### src/design/fdc_host_xfer_fix.sv
// (intentionally empty of logic; kept nothing)

### src/common/fdc_xfer_pkg.sv
// constants for the floppy host transfer controller
// assumes a 200 MHz aclk and a 32-bit AXI4-Lite register bus
package fdc_xfer_pkg;

    // clock and pin timing
    localparam int CLK_PERIOD_PS   = 5000;
    localparam int REARM_DELAY_NS  = 350;
    localparam int DROP_LIMIT_NS   = 50;
    // least delay rounds up
    localparam int REARM_CYCLES    = (REARM_DELAY_NS * 1000 + CLK_PERIOD_PS - 1) / CLK_PERIOD_PS;
    // longest time rounds down; request drop path must fit inside it
    localparam int DROP_CYCLES     = (DROP_LIMIT_NS * 1000) / CLK_PERIOD_PS;

    // fifo geometry
    localparam int FIFO_DEPTH      = 16;
    localparam int LEVEL_W         = 5;

    // host port register addresses on addr[2:0]
    localparam logic [2:0] PIN_ADDR_MSR  = 3'h4;
    localparam logic [2:0] PIN_ADDR_DATA = 3'h5;

    // main_status_register bit positions
    localparam int MSR_RQM  = 7;
    localparam int MSR_DIO  = 6;
    localparam int MSR_NDMA = 5;
    localparam int MSR_CIP  = 4;

    // axi register byte addresses
    localparam logic [3:0] REG_CTRL   = 4'h0;
    localparam logic [3:0] REG_SECLEN = 4'h4;
    localparam logic [3:0] REG_STATUS = 4'h8;

    // control register fields
    localparam int CTRL_THR_LSB   = 0;   // fifo_threshold, 4 bits
    localparam int CTRL_FIFO_EN   = 4;
    localparam int CTRL_BURST     = 5;
    localparam int CTRL_DMA_SEL_N = 6;   // specify-command selection, 0 = dma
    localparam int CTRL_DOR_DMA   = 7;   // digital_output_register dma enable
    localparam int CTRL_DIR_READ  = 8;
    localparam int CTRL_START     = 9;   // self clearing
    localparam logic [9:0] CTRL_RESET = 10'h000;
    localparam logic [15:0] SECLEN_RESET = 16'h0200;

    // status register fields
    localparam int STAT_OVERRUN   = 8;
    localparam int STAT_TC        = 9;
    localparam int STAT_LEVEL_LSB = 16;

    localparam logic [1:0] RESP_OKAY   = 2'b00;
    localparam logic [1:0] RESP_SLVERR = 2'b10;

    typedef enum logic [1:0] {PH_IDLE, PH_EXEC, PH_RESULT} phase_e;

endpackage : fdc_xfer_pkg

### src/design/fdc_byte_fifo.sv
// sixteen-entry byte fifo with a fill level output
// assumes push is never given when full nor pop when empty
`timescale 1ns/1ps
`default_nettype none
module fdc_byte_fifo #(
    parameter int DEPTH = 16,
    parameter int LW    = 5
) (
    input  wire logic          aclk,
    input  wire logic          aresetn,
    input  wire logic          clear,
    input  wire logic          push,
    input  wire logic [7:0]    push_data,
    input  wire logic          pop,
    output logic      [7:0]    head,
    output logic      [LW-1:0] level
);
    localparam int AW = $clog2(DEPTH);

    logic [7:0]    mem [DEPTH];
    logic [AW-1:0] wptr_q;
    logic [AW-1:0] rptr_q;
    logic [LW-1:0] level_q;

    // storage has no reset; only pointers matter
    always_ff @(posedge aclk) begin
        if (push) begin
            mem[wptr_q] <= push_data;
        end
    end

    // pointers and level move together
    always_ff @(posedge aclk) begin
        if (!aresetn || clear) begin
            wptr_q  <= '0;
            rptr_q  <= '0;
            level_q <= '0;
        end else begin
            if (push) begin
                wptr_q <= wptr_q + 1'b1;
            end
            if (pop) begin
                rptr_q <= rptr_q + 1'b1;
            end
            if (push && !pop) begin
                level_q <= level_q + 1'b1;
            end else if (pop && !push) begin
                level_q <= level_q - 1'b1;
            end
        end
    end

    assign head  = mem[rptr_q];
    assign level = level_q;
endmodule : fdc_byte_fifo
`default_nettype wire

### src/design/fdc_host_xfer.sv
// execution and result phase host transfer logic of a floppy controller
// assumes pins arrive asynchronously and the disk core sits on aclk
// Operation
// - read request at level >= 16 - threshold
// - read burst holds request until empty
// - read non-burst drops, rearms after 350 ns
// - sector end forces read request
// - write request at level <= threshold
// - write burst holds request until full
// - write non-burst drops, rearms after 350 ns
// - sector byte count stops write request
// - acknowledge leading edge counts one transfer
// - held acknowledge: strobe trailing edge drops
// - request drops within 50 ns
// - missed service flags overrun, ends sector (here it only sets overrun; the sector goes on)
// - underrun repeats last byte, then crc
// - end interrupt, cleared by first result
// - non-dma unbuffered: interrupt per byte
// - non-dma transfer needs select, strobe, valid address
// - result start sets rqm, dio, clears ndma
// - non-dma buffered uses same thresholds
// - read result waits for fifo drained
// - rqm mirrors interrupt when polling
// - command in progress clears after last result
// - terminal count honoured only with acknowledge
`timescale 1ns/1ps
`default_nettype none
module fdc_host_xfer
    import fdc_xfer_pkg::*;
#(
    parameter int SERVICE_CYCLES = 2400
) (
    input  wire logic        aclk,
    input  wire logic        aresetn,
    // axi4-lite slave
    input  wire logic [3:0]  s_axi_awaddr,
    input  wire logic        s_axi_awvalid,
    output logic             s_axi_awready,
    input  wire logic [31:0] s_axi_wdata,
    input  wire logic [3:0]  s_axi_wstrb,
    input  wire logic        s_axi_wvalid,
    output logic             s_axi_wready,
    output logic [1:0]       s_axi_bresp,
    output logic             s_axi_bvalid,
    input  wire logic        s_axi_bready,
    input  wire logic [3:0]  s_axi_araddr,
    input  wire logic        s_axi_arvalid,
    output logic             s_axi_arready,
    output logic [31:0]      s_axi_rdata,
    output logic [1:0]       s_axi_rresp,
    output logic             s_axi_rvalid,
    input  wire logic        s_axi_rready,
    // host pins
    input  wire logic        dack_n,
    input  wire logic        rd_n,
    input  wire logic        wr_n,
    input  wire logic        cs_n,
    input  wire logic [2:0]  addr,
    input  wire logic        tc,
    input  wire logic [7:0]  data_in,
    output logic [7:0]       data_out,
    output logic             data_oe_n,
    output logic             drq,
    output logic             irq6,
    // disk core side
    input  wire logic        disk_valid,
    input  wire logic [7:0]  disk_data,
    output logic             disk_ready,
    input  wire logic        disk_sector_end,
    input  wire logic        disk_take,
    output logic [7:0]       disk_wr_data,
    input  wire logic        next_sector,
    input  wire logic        disk_done,
    output logic             overrun,
    output logic             tc_seen,
    input  wire logic        result_valid,
    input  wire logic [7:0]  result_byte,
    input  wire logic        result_last,
    output logic             result_take
);
    import fdc_xfer_pkg::*;

    localparam logic [LEVEL_W-1:0] FULL_LVL = LEVEL_W'(FIFO_DEPTH);
    localparam int CW = $clog2(SERVICE_CYCLES + 1);

    // register state
    logic [9:0]  ctrl_q;
    logic [15:0] seclen_q;
    logic        aw_hold_q, w_hold_q;
    logic [3:0]  awaddr_q;
    logic [31:0] wdata_q;
    logic [3:0]  wstrb_q;
    logic        overrun_q, tc_q;
    phase_e      phase_q;

    // pin synchronisers: stage1 feeds stage2 only
    logic [15:0] pin_s1_q, pin_s2_q, pin_s3_q;
    always_ff @(posedge aclk) begin
        if (!aresetn) begin
            // strobes idle high, terminal count idle low: no false edge after reset
            pin_s1_q <= 16'h00F0;
            pin_s2_q <= 16'h00F0;
            pin_s3_q <= 16'h00F0;
        end else begin
            pin_s1_q <= {data_in, dack_n, rd_n, wr_n, cs_n, tc, addr};
            pin_s2_q <= pin_s1_q;
            pin_s3_q <= pin_s2_q;
        end
    end

    logic dk, rd, wr, cs, dk_p, rd_p, wr_p;
    logic [2:0] pa;
    assign dk   = !pin_s2_q[7];
    assign rd   = !pin_s2_q[6];
    assign wr   = !pin_s2_q[5];
    assign cs   = !pin_s2_q[4];
    assign pa   = pin_s2_q[2:0];
    assign dk_p = !pin_s3_q[7];
    assign rd_p = !pin_s3_q[6];
    assign wr_p = !pin_s3_q[5];

    // mode decode
    logic dir_read, burst, fifo_en, dma_mode, non_dma, exec;
    logic [3:0] thr;
    assign dma_mode = !ctrl_q[CTRL_DMA_SEL_N] && ctrl_q[CTRL_DOR_DMA];
    assign non_dma  = !dma_mode;
    assign dir_read = ctrl_q[CTRL_DIR_READ];
    assign fifo_en  = ctrl_q[CTRL_FIFO_EN];
    // fifo off behaves as a one-byte trigger without bursting
    assign burst    = fifo_en && ctrl_q[CTRL_BURST];
    assign thr      = fifo_en ? ctrl_q[CTRL_THR_LSB +: 4] : 4'hF;
    assign exec     = (phase_q == PH_EXEC);

    // transfer recognition
    logic dk_used_q;
    logic dma_xfer, pio_data, pio_xfer, xfer, res_read;
    // acknowledge edge counts; the first strobe inside it does not
    always_ff @(posedge aclk) begin
        if (!aresetn) begin
            dk_used_q <= 1'b0;
        end else if (dk && !dk_p) begin
            dk_used_q <= 1'b1;
        end else if (!dk || ((rd_p && !rd) || (wr_p && !wr))) begin
            dk_used_q <= 1'b0;
        end
    end
    // held acknowledge counts strobe trailing edges
    assign dma_xfer = dma_mode && exec && ((dk && !dk_p) ||
                      (dk && !dk_used_q && ((rd_p && !rd) || (wr_p && !wr))));
    assign pio_data = cs && !dk && (pa == PIN_ADDR_DATA);
    assign pio_xfer = non_dma && exec && pio_data && ((rd && !rd_p && dir_read) || (wr && !wr_p && !dir_read));
    assign xfer     = dma_xfer || pio_xfer;
    assign res_read = (phase_q == PH_RESULT) && pio_data && rd && !rd_p && result_valid;

    // fifo
    logic [7:0] head;
    logic [LEVEL_W-1:0] level;
    logic push, pop, fifo_full, fifo_empty, underrun_fill;
    assign fifo_full  = (level == FULL_LVL);
    assign fifo_empty = (level == '0);
    // read overrun drops disk bytes but host still drains
    assign push = exec && (dir_read ? (disk_valid && !fifo_full) : (xfer && !fifo_full));
    assign pop  = exec && (dir_read ? (xfer && !fifo_empty) : (disk_take && !fifo_empty));
    assign disk_ready   = exec && dir_read;
    assign underrun_fill = !dir_read && disk_take && fifo_empty;

    fdc_byte_fifo #(.DEPTH(FIFO_DEPTH), .LW(LEVEL_W)) u_fifo (
        .aclk      (aclk),
        .aresetn   (aresetn),
        .clear     (phase_q == PH_IDLE),
        .push      (push),
        .push_data (pin_s2_q[15:8]),
        .pop       (pop),
        .head      (head),
        .level     (level)
    );

    // last written byte and repeat on underrun
    logic [7:0] last_byte_q;
    always_ff @(posedge aclk) begin
        if (!aresetn) begin
            last_byte_q <= 8'h00;
        end else if (pop && !dir_read) begin
            last_byte_q <= head;
        end
    end
    // repeat last byte into the sector tail
    always_ff @(posedge aclk) begin
        if (!aresetn) begin
            disk_wr_data <= 8'h00;
        end else if (pop && !dir_read) begin
            disk_wr_data <= head;
        end else if (underrun_fill) begin
            disk_wr_data <= last_byte_q;
        end
    end

    // sector bookkeeping
    logic sec_end_q, sec_hold_q;
    logic [15:0] wr_cnt_q;
    always_ff @(posedge aclk) begin
        if (!aresetn || !exec) begin
            sec_end_q <= 1'b0;
        end else if (disk_sector_end && dir_read) begin
            sec_end_q <= 1'b1;
        end else if (fifo_empty) begin
            sec_end_q <= 1'b0;
        end
    end
    always_ff @(posedge aclk) begin
        if (!aresetn || !exec) begin
            wr_cnt_q   <= 16'h0000;
            sec_hold_q <= 1'b0;
        end else if (next_sector) begin
            wr_cnt_q   <= 16'h0000;
            sec_hold_q <= 1'b0;
        end else if (push && !dir_read) begin
            wr_cnt_q   <= wr_cnt_q + 16'h0001;
            sec_hold_q <= (wr_cnt_q + 16'h0001 >= seclen_q);
        end
    end

    // request pacing
    logic req_q, stop_q;
    logic [$clog2(REARM_CYCLES+1)-1:0] gap_q;
    logic trig, more, bust;
    assign trig = dir_read ? ((level >= LEVEL_W'(FIFO_DEPTH - thr)) || (sec_end_q && !fifo_empty))
                           : ((level <= LEVEL_W'(thr)) && !sec_hold_q);
    assign more = dir_read ? !fifo_empty : (!fifo_full && !sec_hold_q);
    always_ff @(posedge aclk) begin
        if (!aresetn || !exec) begin
            gap_q <= '0;
        end else if (xfer && !burst) begin
            gap_q <= ($clog2(REARM_CYCLES+1))'(REARM_CYCLES);
        end else if (gap_q != '0) begin
            gap_q <= gap_q - 1'b1;
        end
    end
    assign bust = dir_read ? (level == LEVEL_W'(1) && pop) : (level == LEVEL_W'(FIFO_DEPTH - 1) && push);
    // request drops the cycle after the synced edge
    always_ff @(posedge aclk) begin
        if (!aresetn || !exec || stop_q) begin
            req_q <= 1'b0;
        end else if (xfer && (!burst || bust)) begin
            req_q <= 1'b0;
        end else if (!dir_read && push && (wr_cnt_q + 16'h0001 >= seclen_q)) begin
            req_q <= 1'b0;
        end else if (req_q) begin
            req_q <= more;
        end else if (gap_q == '0 && !xfer) begin
            req_q <= trig;
        end
    end

    always_ff @(posedge aclk) begin
        if (!aresetn || phase_q == PH_IDLE) begin
            stop_q <= 1'b0;
        end else if (exec && dma_mode && dk && pin_s2_q[3]) begin
            stop_q <= 1'b1;
        end
    end
    assign tc_seen = stop_q;

    // service timer while a request waits
    logic [CW-1:0] svc_q;
    always_ff @(posedge aclk) begin
        if (!aresetn || !exec || !req_q || xfer) begin
            svc_q <= '0;
        end else if (svc_q != CW'(SERVICE_CYCLES)) begin
            svc_q <= svc_q + 1'b1;
        end
    end
    always_ff @(posedge aclk) begin
        if (!aresetn || phase_q == PH_IDLE && ctrl_q[CTRL_START]) begin
            overrun_q <= 1'b0;
        end else if (svc_q == CW'(SERVICE_CYCLES - 1)) begin
            overrun_q <= 1'b1;
        end
    end
    assign overrun = overrun_q;

    // phase sequencing and end interrupt
    logic end_irq_q;
    always_ff @(posedge aclk) begin
        if (!aresetn) begin
            phase_q <= PH_IDLE;
        end else begin
            case (phase_q)
                PH_IDLE: begin
                    if (ctrl_q[CTRL_START]) begin
                        phase_q <= PH_EXEC;
                    end
                end
                PH_EXEC: begin
                    // read ends only after the fifo drains
                    if (disk_done && (!dir_read || fifo_empty)) begin
                        phase_q <= PH_RESULT;
                    end
                end
                PH_RESULT: begin
                    // last result byte ends the command
                    if (res_read && result_last) begin
                        phase_q <= PH_IDLE;
                    end
                end
                default: phase_q <= PH_IDLE;
            endcase
        end
    end
    // end interrupt until first result byte
    always_ff @(posedge aclk) begin
        if (!aresetn || phase_q == PH_IDLE) begin
            end_irq_q <= 1'b0;
        end else if (exec && disk_done && (!dir_read || fifo_empty)) begin
            end_irq_q <= 1'b1;
        end else if (res_read) begin
            end_irq_q <= 1'b0;
        end
    end
    assign result_take = res_read;

    // non-dma request appears on the interrupt line
    assign irq6 = end_irq_q || (non_dma && req_q);
    assign drq  = dma_mode && req_q;

    // main_status_register view
    logic [7:0] main_status_register;
    always_comb begin
        main_status_register = 8'h00;
        // rqm mirrors the interrupt while executing
        // result phase shows rqm and dio, no ndma
        main_status_register[MSR_RQM]  = exec ? (non_dma && req_q) : (phase_q == PH_RESULT ? result_valid : 1'b1);
        main_status_register[MSR_DIO]  = exec ? dir_read : (phase_q == PH_RESULT);
        main_status_register[MSR_NDMA] = exec && non_dma;
        main_status_register[MSR_CIP]  = (phase_q != PH_IDLE);
    end

    // host data bus drive, captured when the read strobe opens
    always_ff @(posedge aclk) begin
        if (!aresetn) begin
            data_out <= 8'h00;
        end else if (rd && !rd_p) begin
            if (cs && pa == PIN_ADDR_MSR) begin
                data_out <= main_status_register;
            end else if (phase_q == PH_RESULT) begin
                data_out <= result_byte;
            end else begin
                data_out <= head;
            end
        end
    end
    always_ff @(posedge aclk) begin
        if (!aresetn) begin
            data_oe_n <= 1'b1;
        end else begin
            data_oe_n <= !(rd && ((dk && dma_mode) || (cs && (pa == PIN_ADDR_MSR || pa == PIN_ADDR_DATA))));
        end
    end

    // axi write channel capture in either order
    always_ff @(posedge aclk) begin
        if (!aresetn) begin
            aw_hold_q <= 1'b0;
            w_hold_q  <= 1'b0;
            awaddr_q  <= 4'h0;
            wdata_q   <= 32'h0000_0000;
            wstrb_q   <= 4'h0;
        end else begin
            if (s_axi_awvalid && s_axi_awready) begin
                aw_hold_q <= 1'b1;
                awaddr_q  <= s_axi_awaddr;
            end
            if (s_axi_wvalid && s_axi_wready) begin
                w_hold_q <= 1'b1;
                wdata_q  <= s_axi_wdata;
                // strobes may change once w is taken, so keep them with the data
                wstrb_q  <= s_axi_wstrb;
            end
            if (aw_hold_q && w_hold_q) begin
                aw_hold_q <= 1'b0;
                w_hold_q  <= 1'b0;
            end
        end
    end
    assign s_axi_awready = !aw_hold_q && !s_axi_bvalid;
    assign s_axi_wready  = !w_hold_q && !s_axi_bvalid;

    // register writes; start clears itself next cycle
    always_ff @(posedge aclk) begin
        if (!aresetn) begin
            ctrl_q   <= CTRL_RESET;
            seclen_q <= SECLEN_RESET;
        end else begin
            ctrl_q[CTRL_START] <= 1'b0;
            if (aw_hold_q && w_hold_q) begin
                if (awaddr_q == REG_CTRL) begin
                    if (wstrb_q[0]) begin
                        ctrl_q[7:0] <= wdata_q[7:0];
                    end
                    if (wstrb_q[1]) begin
                        ctrl_q[9:8] <= wdata_q[9:8];
                    end
                end else if (awaddr_q == REG_SECLEN) begin
                    if (wstrb_q[0]) begin
                        seclen_q[7:0] <= wdata_q[7:0];
                    end
                    if (wstrb_q[1]) begin
                        seclen_q[15:8] <= wdata_q[15:8];
                    end
                end
            end
        end
    end

    // write response; unmapped address answers slverr
    always_ff @(posedge aclk) begin
        if (!aresetn) begin
            s_axi_bvalid <= 1'b0;
            s_axi_bresp  <= RESP_OKAY;
        end else if (aw_hold_q && w_hold_q) begin
            s_axi_bvalid <= 1'b1;
            s_axi_bresp  <= (awaddr_q == REG_CTRL || awaddr_q == REG_SECLEN) ? RESP_OKAY : RESP_SLVERR;
        end else if (s_axi_bready) begin
            s_axi_bvalid <= 1'b0;
        end
    end

    // read channel, one cycle to answer
    assign s_axi_arready = !s_axi_rvalid;
    always_ff @(posedge aclk) begin
        if (!aresetn) begin
            s_axi_rvalid <= 1'b0;
            s_axi_rdata  <= 32'h0000_0000;
            s_axi_rresp  <= RESP_OKAY;
        end else if (s_axi_arvalid && s_axi_arready) begin
            s_axi_rvalid <= 1'b1;
            s_axi_rresp  <= RESP_OKAY;
            if (s_axi_araddr == REG_CTRL) begin
                s_axi_rdata <= {22'h00_0000, ctrl_q};
            end else if (s_axi_araddr == REG_SECLEN) begin
                s_axi_rdata <= {16'h0000, seclen_q};
            end else if (s_axi_araddr == REG_STATUS) begin
                s_axi_rdata <= {11'h000, level, 6'h00, tc_q, overrun_q, main_status_register};
            end else begin
                s_axi_rdata <= 32'h0000_0000;
                s_axi_rresp <= RESP_SLVERR;
            end
        end else if (s_axi_rready) begin
            s_axi_rvalid <= 1'b0;
        end
    end

    // sticky terminal count view, cleared by a new start
    always_ff @(posedge aclk) begin
        if (!aresetn || ctrl_q[CTRL_START]) begin
            tc_q <= 1'b0;
        end else if (stop_q) begin
            tc_q <= 1'b1;
        end
    end
endmodule : fdc_host_xfer
`default_nettype wire

### config.mk
export PLATFORM = sky130hd
export DESIGN_NAME = fdc_host_xfer
export DESIGN_NICKNAME = d
export VERILOG_FILES = /design/src/design/fdc_host_xfer_fix.sv /design/src/common/fdc_xfer_pkg.sv /design/src/design/fdc_byte_fifo.sv /design/src/design/fdc_host_xfer.sv
export SDC_FILE = /design/constraint.sdc
export NUM_CORES = 1
export LEC_CHECK = 0
export ABC_CLOCK_PERIOD_IN_PS = 3800
export BUFFER_PORTS_ARGS = -buffer_cell sky130_fd_sc_hd__buf_4
export CAP_MARGIN = 20
export CORE_UTILIZATION = 58
export CTS_BUF_LIST = sky130_fd_sc_hd__clkbuf_16
export CTS_CLUSTER_SIZE = 24
export DETAILED_ROUTE_END_ITERATION = 6
export GPL_TIMING_DRIVEN = 0
export PLACE_DENSITY_LB_ADDON = 0.3
export RECOVER_POWER = 50
export SETUP_SLACK_MARGIN = 0.5
export SLEW_MARGIN = 10
export SYNTH_ARGS = -nofsm -noshare
export SYNTH_HDL_FRONTEND = slang
export SYNTH_SLANG_ARGS = --single-unit
### constraint.sdc
create_clock -name aclk -period 3.8 [get_ports aclk]
set_clock_uncertainty 0.2 [all_clocks]
set_input_delay 0.76 -clock aclk [delete_from_list [all_inputs] [get_ports aclk]]
set_output_delay 0.76 -clock aclk [all_outputs]
set_load 0.01 [all_outputs]
# == Word-level counts from Yosys, hierarchy flattened ==
# Memories as Yosys holds them, arrays and structs flattened. A register that Yosys moved wholly into a read port is not among the register bits.
# Cells that the tools add are included.
# totals
ram_bits,128
mem_count,1
rom_bits,0
latch_bits,0
regBits,211
input_bits,90
word_cells,244
out_inout_bits,64
# memory_table
name,words,width,rd,rd_ports_with_merged_regs,wr,line_no,text
u_fifo.mem,16,8,1,1,1,fdc_byte_fifo.sv:20,logic [7:0] mem [DEPTH];
# classes
div,0
mul,0
n_addsub,8
muxes,44
n_shift,0
magnitude_cmp,3
eq_ne,15
n_bitwise,2
reduce_logical,133
# op_table
op,count
logical AND 1 bit,64
two-way mux 21 bit,3
two-way mux 8 bit,4
zero test 1 bit,25
two-way mux 1 bit,22
logical OR 1 bit,19
nonzero test 2 bit,9
adder 16 x 1 -> 16 bit (second input constant),1
greater-or-equal comparator 16 bit,1
two-way mux 2 bit,7
two-way mux 7 bit,2
adder 12 x 1 -> 12 bit (second input constant),1
equality test 12 bit (second input constant),1
two-way mux 4 bit,3
inequality test 12 bit (second input constant),1
AND reduction 4 bit,3
two-way mux 5 bit,2
AND reduction 3 bit,3
adder 4 x 1 -> 4 bit (second input constant),2
equality test 4 x 3 -> 1 bit (second input constant),2
zero test 4 bit,2
zero test 7 bit,1
nonzero test 7 bit,1
subtractor 7 x 1 -> 7 bit (second input constant),1
20 further kinds,25

# == Longest topological paths before layout ==
# logic_depth
ltp_word,15
depth_mapped,13
ltp_nobuf,12

# == Cells and area by module ==
# From an unflattened synthesis, not the netlist that was laid out.
# unflattened
hier_cells,1230
hier_area_um2,13950.9
# by_module_without_submodules
module,cells_per_inst,seq_area_each_um2,area_per_inst_um2,n_inst
fdc_host_xfer,930,3603.5,8189.1,1
fdc_byte_fifo,300,4184.0,5761.8,1

# == Worst setup path after synthesis ==
# OpenSTA, ideal clock, no wires.
# synth_timing
path_kind,register to register
startpoint,register wr_cnt_q[0]
endpoint,register sec_hold_q
path_stages_with_launch,13
path_buffers,0
period_less_slack_ns,3.082
path_slack_ns,0.718
setup_time_ns,0.058
t_arrival_ns,2.824
required_ns,3.542
cell_sequence,dfxtp_1 -> ha_1 -> nand3_2 -> nor4_2 -> nand3_1 -> nor2_1 -> xor2_1 -> ha_1 -> and4_1 -> o211ai_1 -> a31o_2 -> a211oi_1 -> o21a_1
# synth_between
elab_chain_len,2
# synth_lines
element,line_no,text
start: declaration,fdc_host_xfer.sv:200,logic [15:0] wr_cnt_q;
start signal: assignment,fdc_host_xfer.sv:218,wr_cnt_q <= wr_cnt_q + 16'h0001;
adder 16 x 1 -> 16 bit,fdc_host_xfer.sv:219,sec_hold_q <= (wr_cnt_q + 16'h0001 >= seclen_q);
greater-or-equal comparator 16 bit,fdc_host_xfer.sv:219,
end signal: assignment,fdc_host_xfer.sv:219,
end: declaration,fdc_host_xfer.sv:199,"logic sec_end_q, sec_hold_q;"
# Every way passes these cells.
# A chain may end at the register's enable or synchronous reset.

# == Worst setup path in the final report ==
# layout_timing
startpoint,"register u_fifo.level_q[1], in the netlist u_fifo.level[1]"
endpoint,"register u_fifo.level_q[3], in the netlist u_fifo.level[3]"
# layout_between
elab_chain_len,8
elab_cells_between_ends,21
cone_classes,2 x add/sub; 1 x eq/ne; 4 x mux; 14 x reduce/logical
# layout_lines
element,line_no,text
start: declaration,fdc_byte_fifo.sv:23,logic [LW-1:0] level_q;
start signal: assignment,fdc_byte_fifo.sv:46,level_q <= level_q + 1'b1;
start signal: assignment,fdc_byte_fifo.sv:48,level_q <= level_q - 1'b1;
equality test 5 bit or zero test 5 bit (tied branches),"fdc_host_xfer.sv:159, fdc_host_xfer.sv:160",
"zero test 1 bit, on equally long branches","fdc_host_xfer.sv:162, fdc_host_xfer.sv:163",
"logical AND 1 bit, on equally long branches","fdc_host_xfer.sv:162, fdc_host_xfer.sv:163",
"two-way mux 1 bit, on equally long branches","fdc_host_xfer.sv:162, fdc_host_xfer.sv:163",
"logical AND 1 bit, on equally long branches","fdc_host_xfer.sv:162, fdc_host_xfer.sv:163",
"zero test 1 bit, on equally long branches","fdc_byte_fifo.sv:47, fdc_byte_fifo.sv:45",
"logical AND 1 bit, on equally long branches","fdc_byte_fifo.sv:47, fdc_byte_fifo.sv:45",
nonzero test 2 bit (no source line) or two-way mux 5 bit (tied branches),--,
# Parallel ways exist; a longest one is shown, timed or not. The select of a mux whose other input is x is not followed.

==> impl_results.md <==
- Status: finished, final reports clean
- Met2 routed WL: 15700 µm
- DRT iter0 DRCs: 736
- Die area: 24400 µm²
- Final Hold Violating Endpoints: 0
- Tcrit/Tclk final: 89.4%
- Drc violations: 0
- Crit-path leading delay family: simple AND/OR/NAND/NOR gates
- NumNets Final: around 1500
- Slew at the pin closest to its max-slew limit: ~0.77 ns
- Remaining antenna violation count: 0
- Cell variety after synth: 71
- Total core area: between 20000 and 25000 µm²
- Starting Density: 59.0%
- Dpl cell area: between 15000 and 20000 µm²
- First-pass GRT wire length: around 53000 µm
- Max-cap viol count: 0
- Synthesis-to-finish area growth: 16.5%
- Final setup vio count: 0
- Root Driver: clkbuf_16
- Die Y-Extent: ~160 µm
- Met3 WL: around 2700 µm
- Hold crit path type: in2reg
- CP required: between 4 and 5 ns
- Bufs on Longest Clock Path: 3
- Crit path capture type: register
- Post-Syn Area: about 14000 µm²
- Routability cong.: about 0.87
- IO Count: ~150
- Design Power: 6.95 mW
- Drt wl/cell: 19.3 µm
- Reg2reg setup slack: about 0.4 ns
- Crit-path slowest cell: dfxtp_1
- Slowest stage delay, CP: about 0.49 ns
- Post-synthesis async set-or-reset flop share: 0%
- Flops & latches, synth: between 300 and 400
- Crit start category: register
- DR vias/cell: about 5.8
- Minimum clock period: between 3 and 4 ns
- Ant. Diodes: 0
- Leak pwr: around 5.9 nW
- Synth warn: 0
- Setup TNS: 0 ns
- Share of cells above drive strength 1: around 17%
- P per Cell Area: 432 nW/µm²
- Worst-path clk slew: roughly 0.070 ns
- Synth top area share: between 20% and 30%
- Final core occ: between 60 and 70%
- Largest net degree at the start of global routing: 17
- Post-Place Cells: about 1700
- Largest cells by area after synthesis: dfxtp_1 29%, edfxtp_1 28%, mux4_2 5.2%
- Seq/Total Area, Yosys: between 50 and 60%
- Initial antenna violation count: 0
- CP cell instances: inv_1 -> ha_1 -> or4b_1 -> nand2_1 -> a211oi_4 -> nor2_1 -> ha_1 -> clkbuf_2 -> or4_1 -> a21oi_1 -> xnor2_1 -> nor2_1
- Post-Route M1 WL: between 10000 and 15000 µm
- Slew Limit Fails: 0
- Worst VDD drop: 0.000354 V
- Die W: about 160 µm
- Rel. slew slack: between 40% and 50%
- Worst Path Arrival: 3.64 ns
- Detailed Routing Iterations Pass 1: 5
- GRT Total Usage: around 28%
- CTS tree: done
- Finished layout cell area: between 15000 and 20000 µm²
- Row count: 56
- Clock Sinks: ~330
- Post-DP HPWL: approximately 23000 µm
- Post-synth top area cell: dfxtp_1
- Final wirelength: 33700 µm
- Grt ovf: 0
- Top_reg_cell synth: dfxtp_1
- Synthesized area per cell: approximately 11 µm²
- Post-Synthesis Cells: between 1000 and 1500
- Uppermost layer routed: met4
- Crit path max fanout: 8
- Port Buffers: 113
- Buf+Inv Stages, Crit Path: 2
- Htree depth: 1
- Via Count: between 10000 and 15000
- CP Class: reg2reg
- Achievable Freq: around 0.29 GHz
- CTS Buf Count: 31
- Vias in the first global route: slightly below 10000
- Post-synth EDFFs: approximately 130
- Worst-Skew Late Latency: slightly below 0.6 ns
- Fin cells: 1746
- RSZ-0062 raised after global routing: yes
==> cells in the mapped netlist (12+ instances only) <==
cell      instances
nor2b_1          13
nor2_1          124
mux4_2           32
dfxtp_1         197
and2_1           31
o21ai_0          26
clkbuf_1         43
buf_4            16
nor3_1           18
nand2b_1         26
xnor2_1          19
inv_1            34
buf_2            12
or3_1            13
nand3_1          41
edfxtp_1        128
xor2_1           15
mux2i_1          54
nand2_1         106
ha_1             40
a21oi_1          95
and3_1           20
==> state kept, by name, indices dropped and copies added (netlist names), 2 cells and up, named ones only <==
name,cells
phase_q,2
last_byte_q,8
wdata_q,16
u_fifo.mem,128
u_fifo.level,5
pin_s1_q,16
pin_s3_q,3
disk_wr_data,8
seclen_q,16
data_out,8
pin_s2_q,16
wr_cnt_q,16
u_fifo.rptr_q,4
awaddr_q,4
svc_q,12
u_fifo.wptr_q,4
s_axi_rdata,21
wstrb_q,2
gap_q,7
ctrl_q,10
==> logic make-up (layout without fill, tap and decap cells) <==
family / Yosys count / after routing / synth area share, %
mux: 96 / 96 / 9.95
compound gates: 195 / 195 / 8.77
fa+ha+maj: 40 / 40 / 3.62
buf+inv: 110 / 288 / 3.59
simple gates: 436 / 436 / 15.5
other cells: 1 / 13 / 0.0272
flops: 325 / 325 / 56.4
xor+xnor: 34 / 34 / 2.16
==> where the power goes <==
group / total [mW] / internal (mW) / switching, mW
sequential: 3.70 / 3.66 / 0.0440
clock: 3.01 / 1.65 / 1.36
combinational: 0.237 / 0.103 / 0.134
==> placed cells by master (no fill, tap or decap), types with 16 or more instances in the layout <==
cell type / count
nor2_1: 122
o21ai_0: 26
inv_1: 38
nand2_1: 106
ha_1: 39
a21oi_1: 95
and2_1: 16
nor3_1: 18
mux2i_1: 54
and3_1: 20
xnor2_1: 19
nand2b_1: 26
clkbuf_1: 84
buf_4: 92
mux4_2: 32
dfxtp_1: 195
nand3_1: 39
clkbuf_16: 33
edfxtp_1: 128
==> layout make-up <==
cell class / count / area, µm²
Sequential cell: 325 / 7790
Fill cell: 1830 / 7310
Multi-Input combinational cell: 814 / 5670
Clock buffer: 33 / 826
Timing Repair Buffer: 120 / 739
Tap cell: 319 / 399
Buffer: 76 / 374
Clock inverter: 25 / 170
Inverter: 34 / 128
==> metal layers <==
metal / GRT usage, % / vias to the layer above
met5: 0 / -
met4: 8.68 / 0
met3: 4.90 / 64
met2: 44.5 / 433
met1: 38.8 / 4832
li1: - / 4754
==> timing repair <==
action                                  4_1_cts  5_1_grt
gates cloned                                  0        0
resized for setup                            11       13
hold buffers                                  0        0
setup buffers                                 0        6
pin swaps                                     1        5
endpoints found under the setup margin        5       15
==> path summary, 6_finish.rpt <==
kind | start | end | cells after the start
setup / recovery | u_fifo.level[1] | u_fifo.level[3] | 12
hold / removal | dack_n | pin_s1_q[7] | 2
setup reg to reg | u_fifo.level[1] | u_fifo.level[3] | 12
hold reg to reg | pin_s1_q[7] | pin_s2_q[7] | 1
==> per-stage QoR <==
step           setup WS (ns)  hold WS [ns]
2_1_floorplan          0.718         0.186
3_3_place_gp          0.0532         0.191
3_5_place_dp           0.169         0.194
4_1_cts                0.518         0.149
5_1_grt                0.263         0.157
6_report               0.402         0.163
Power figures use the tool's default switching activity.
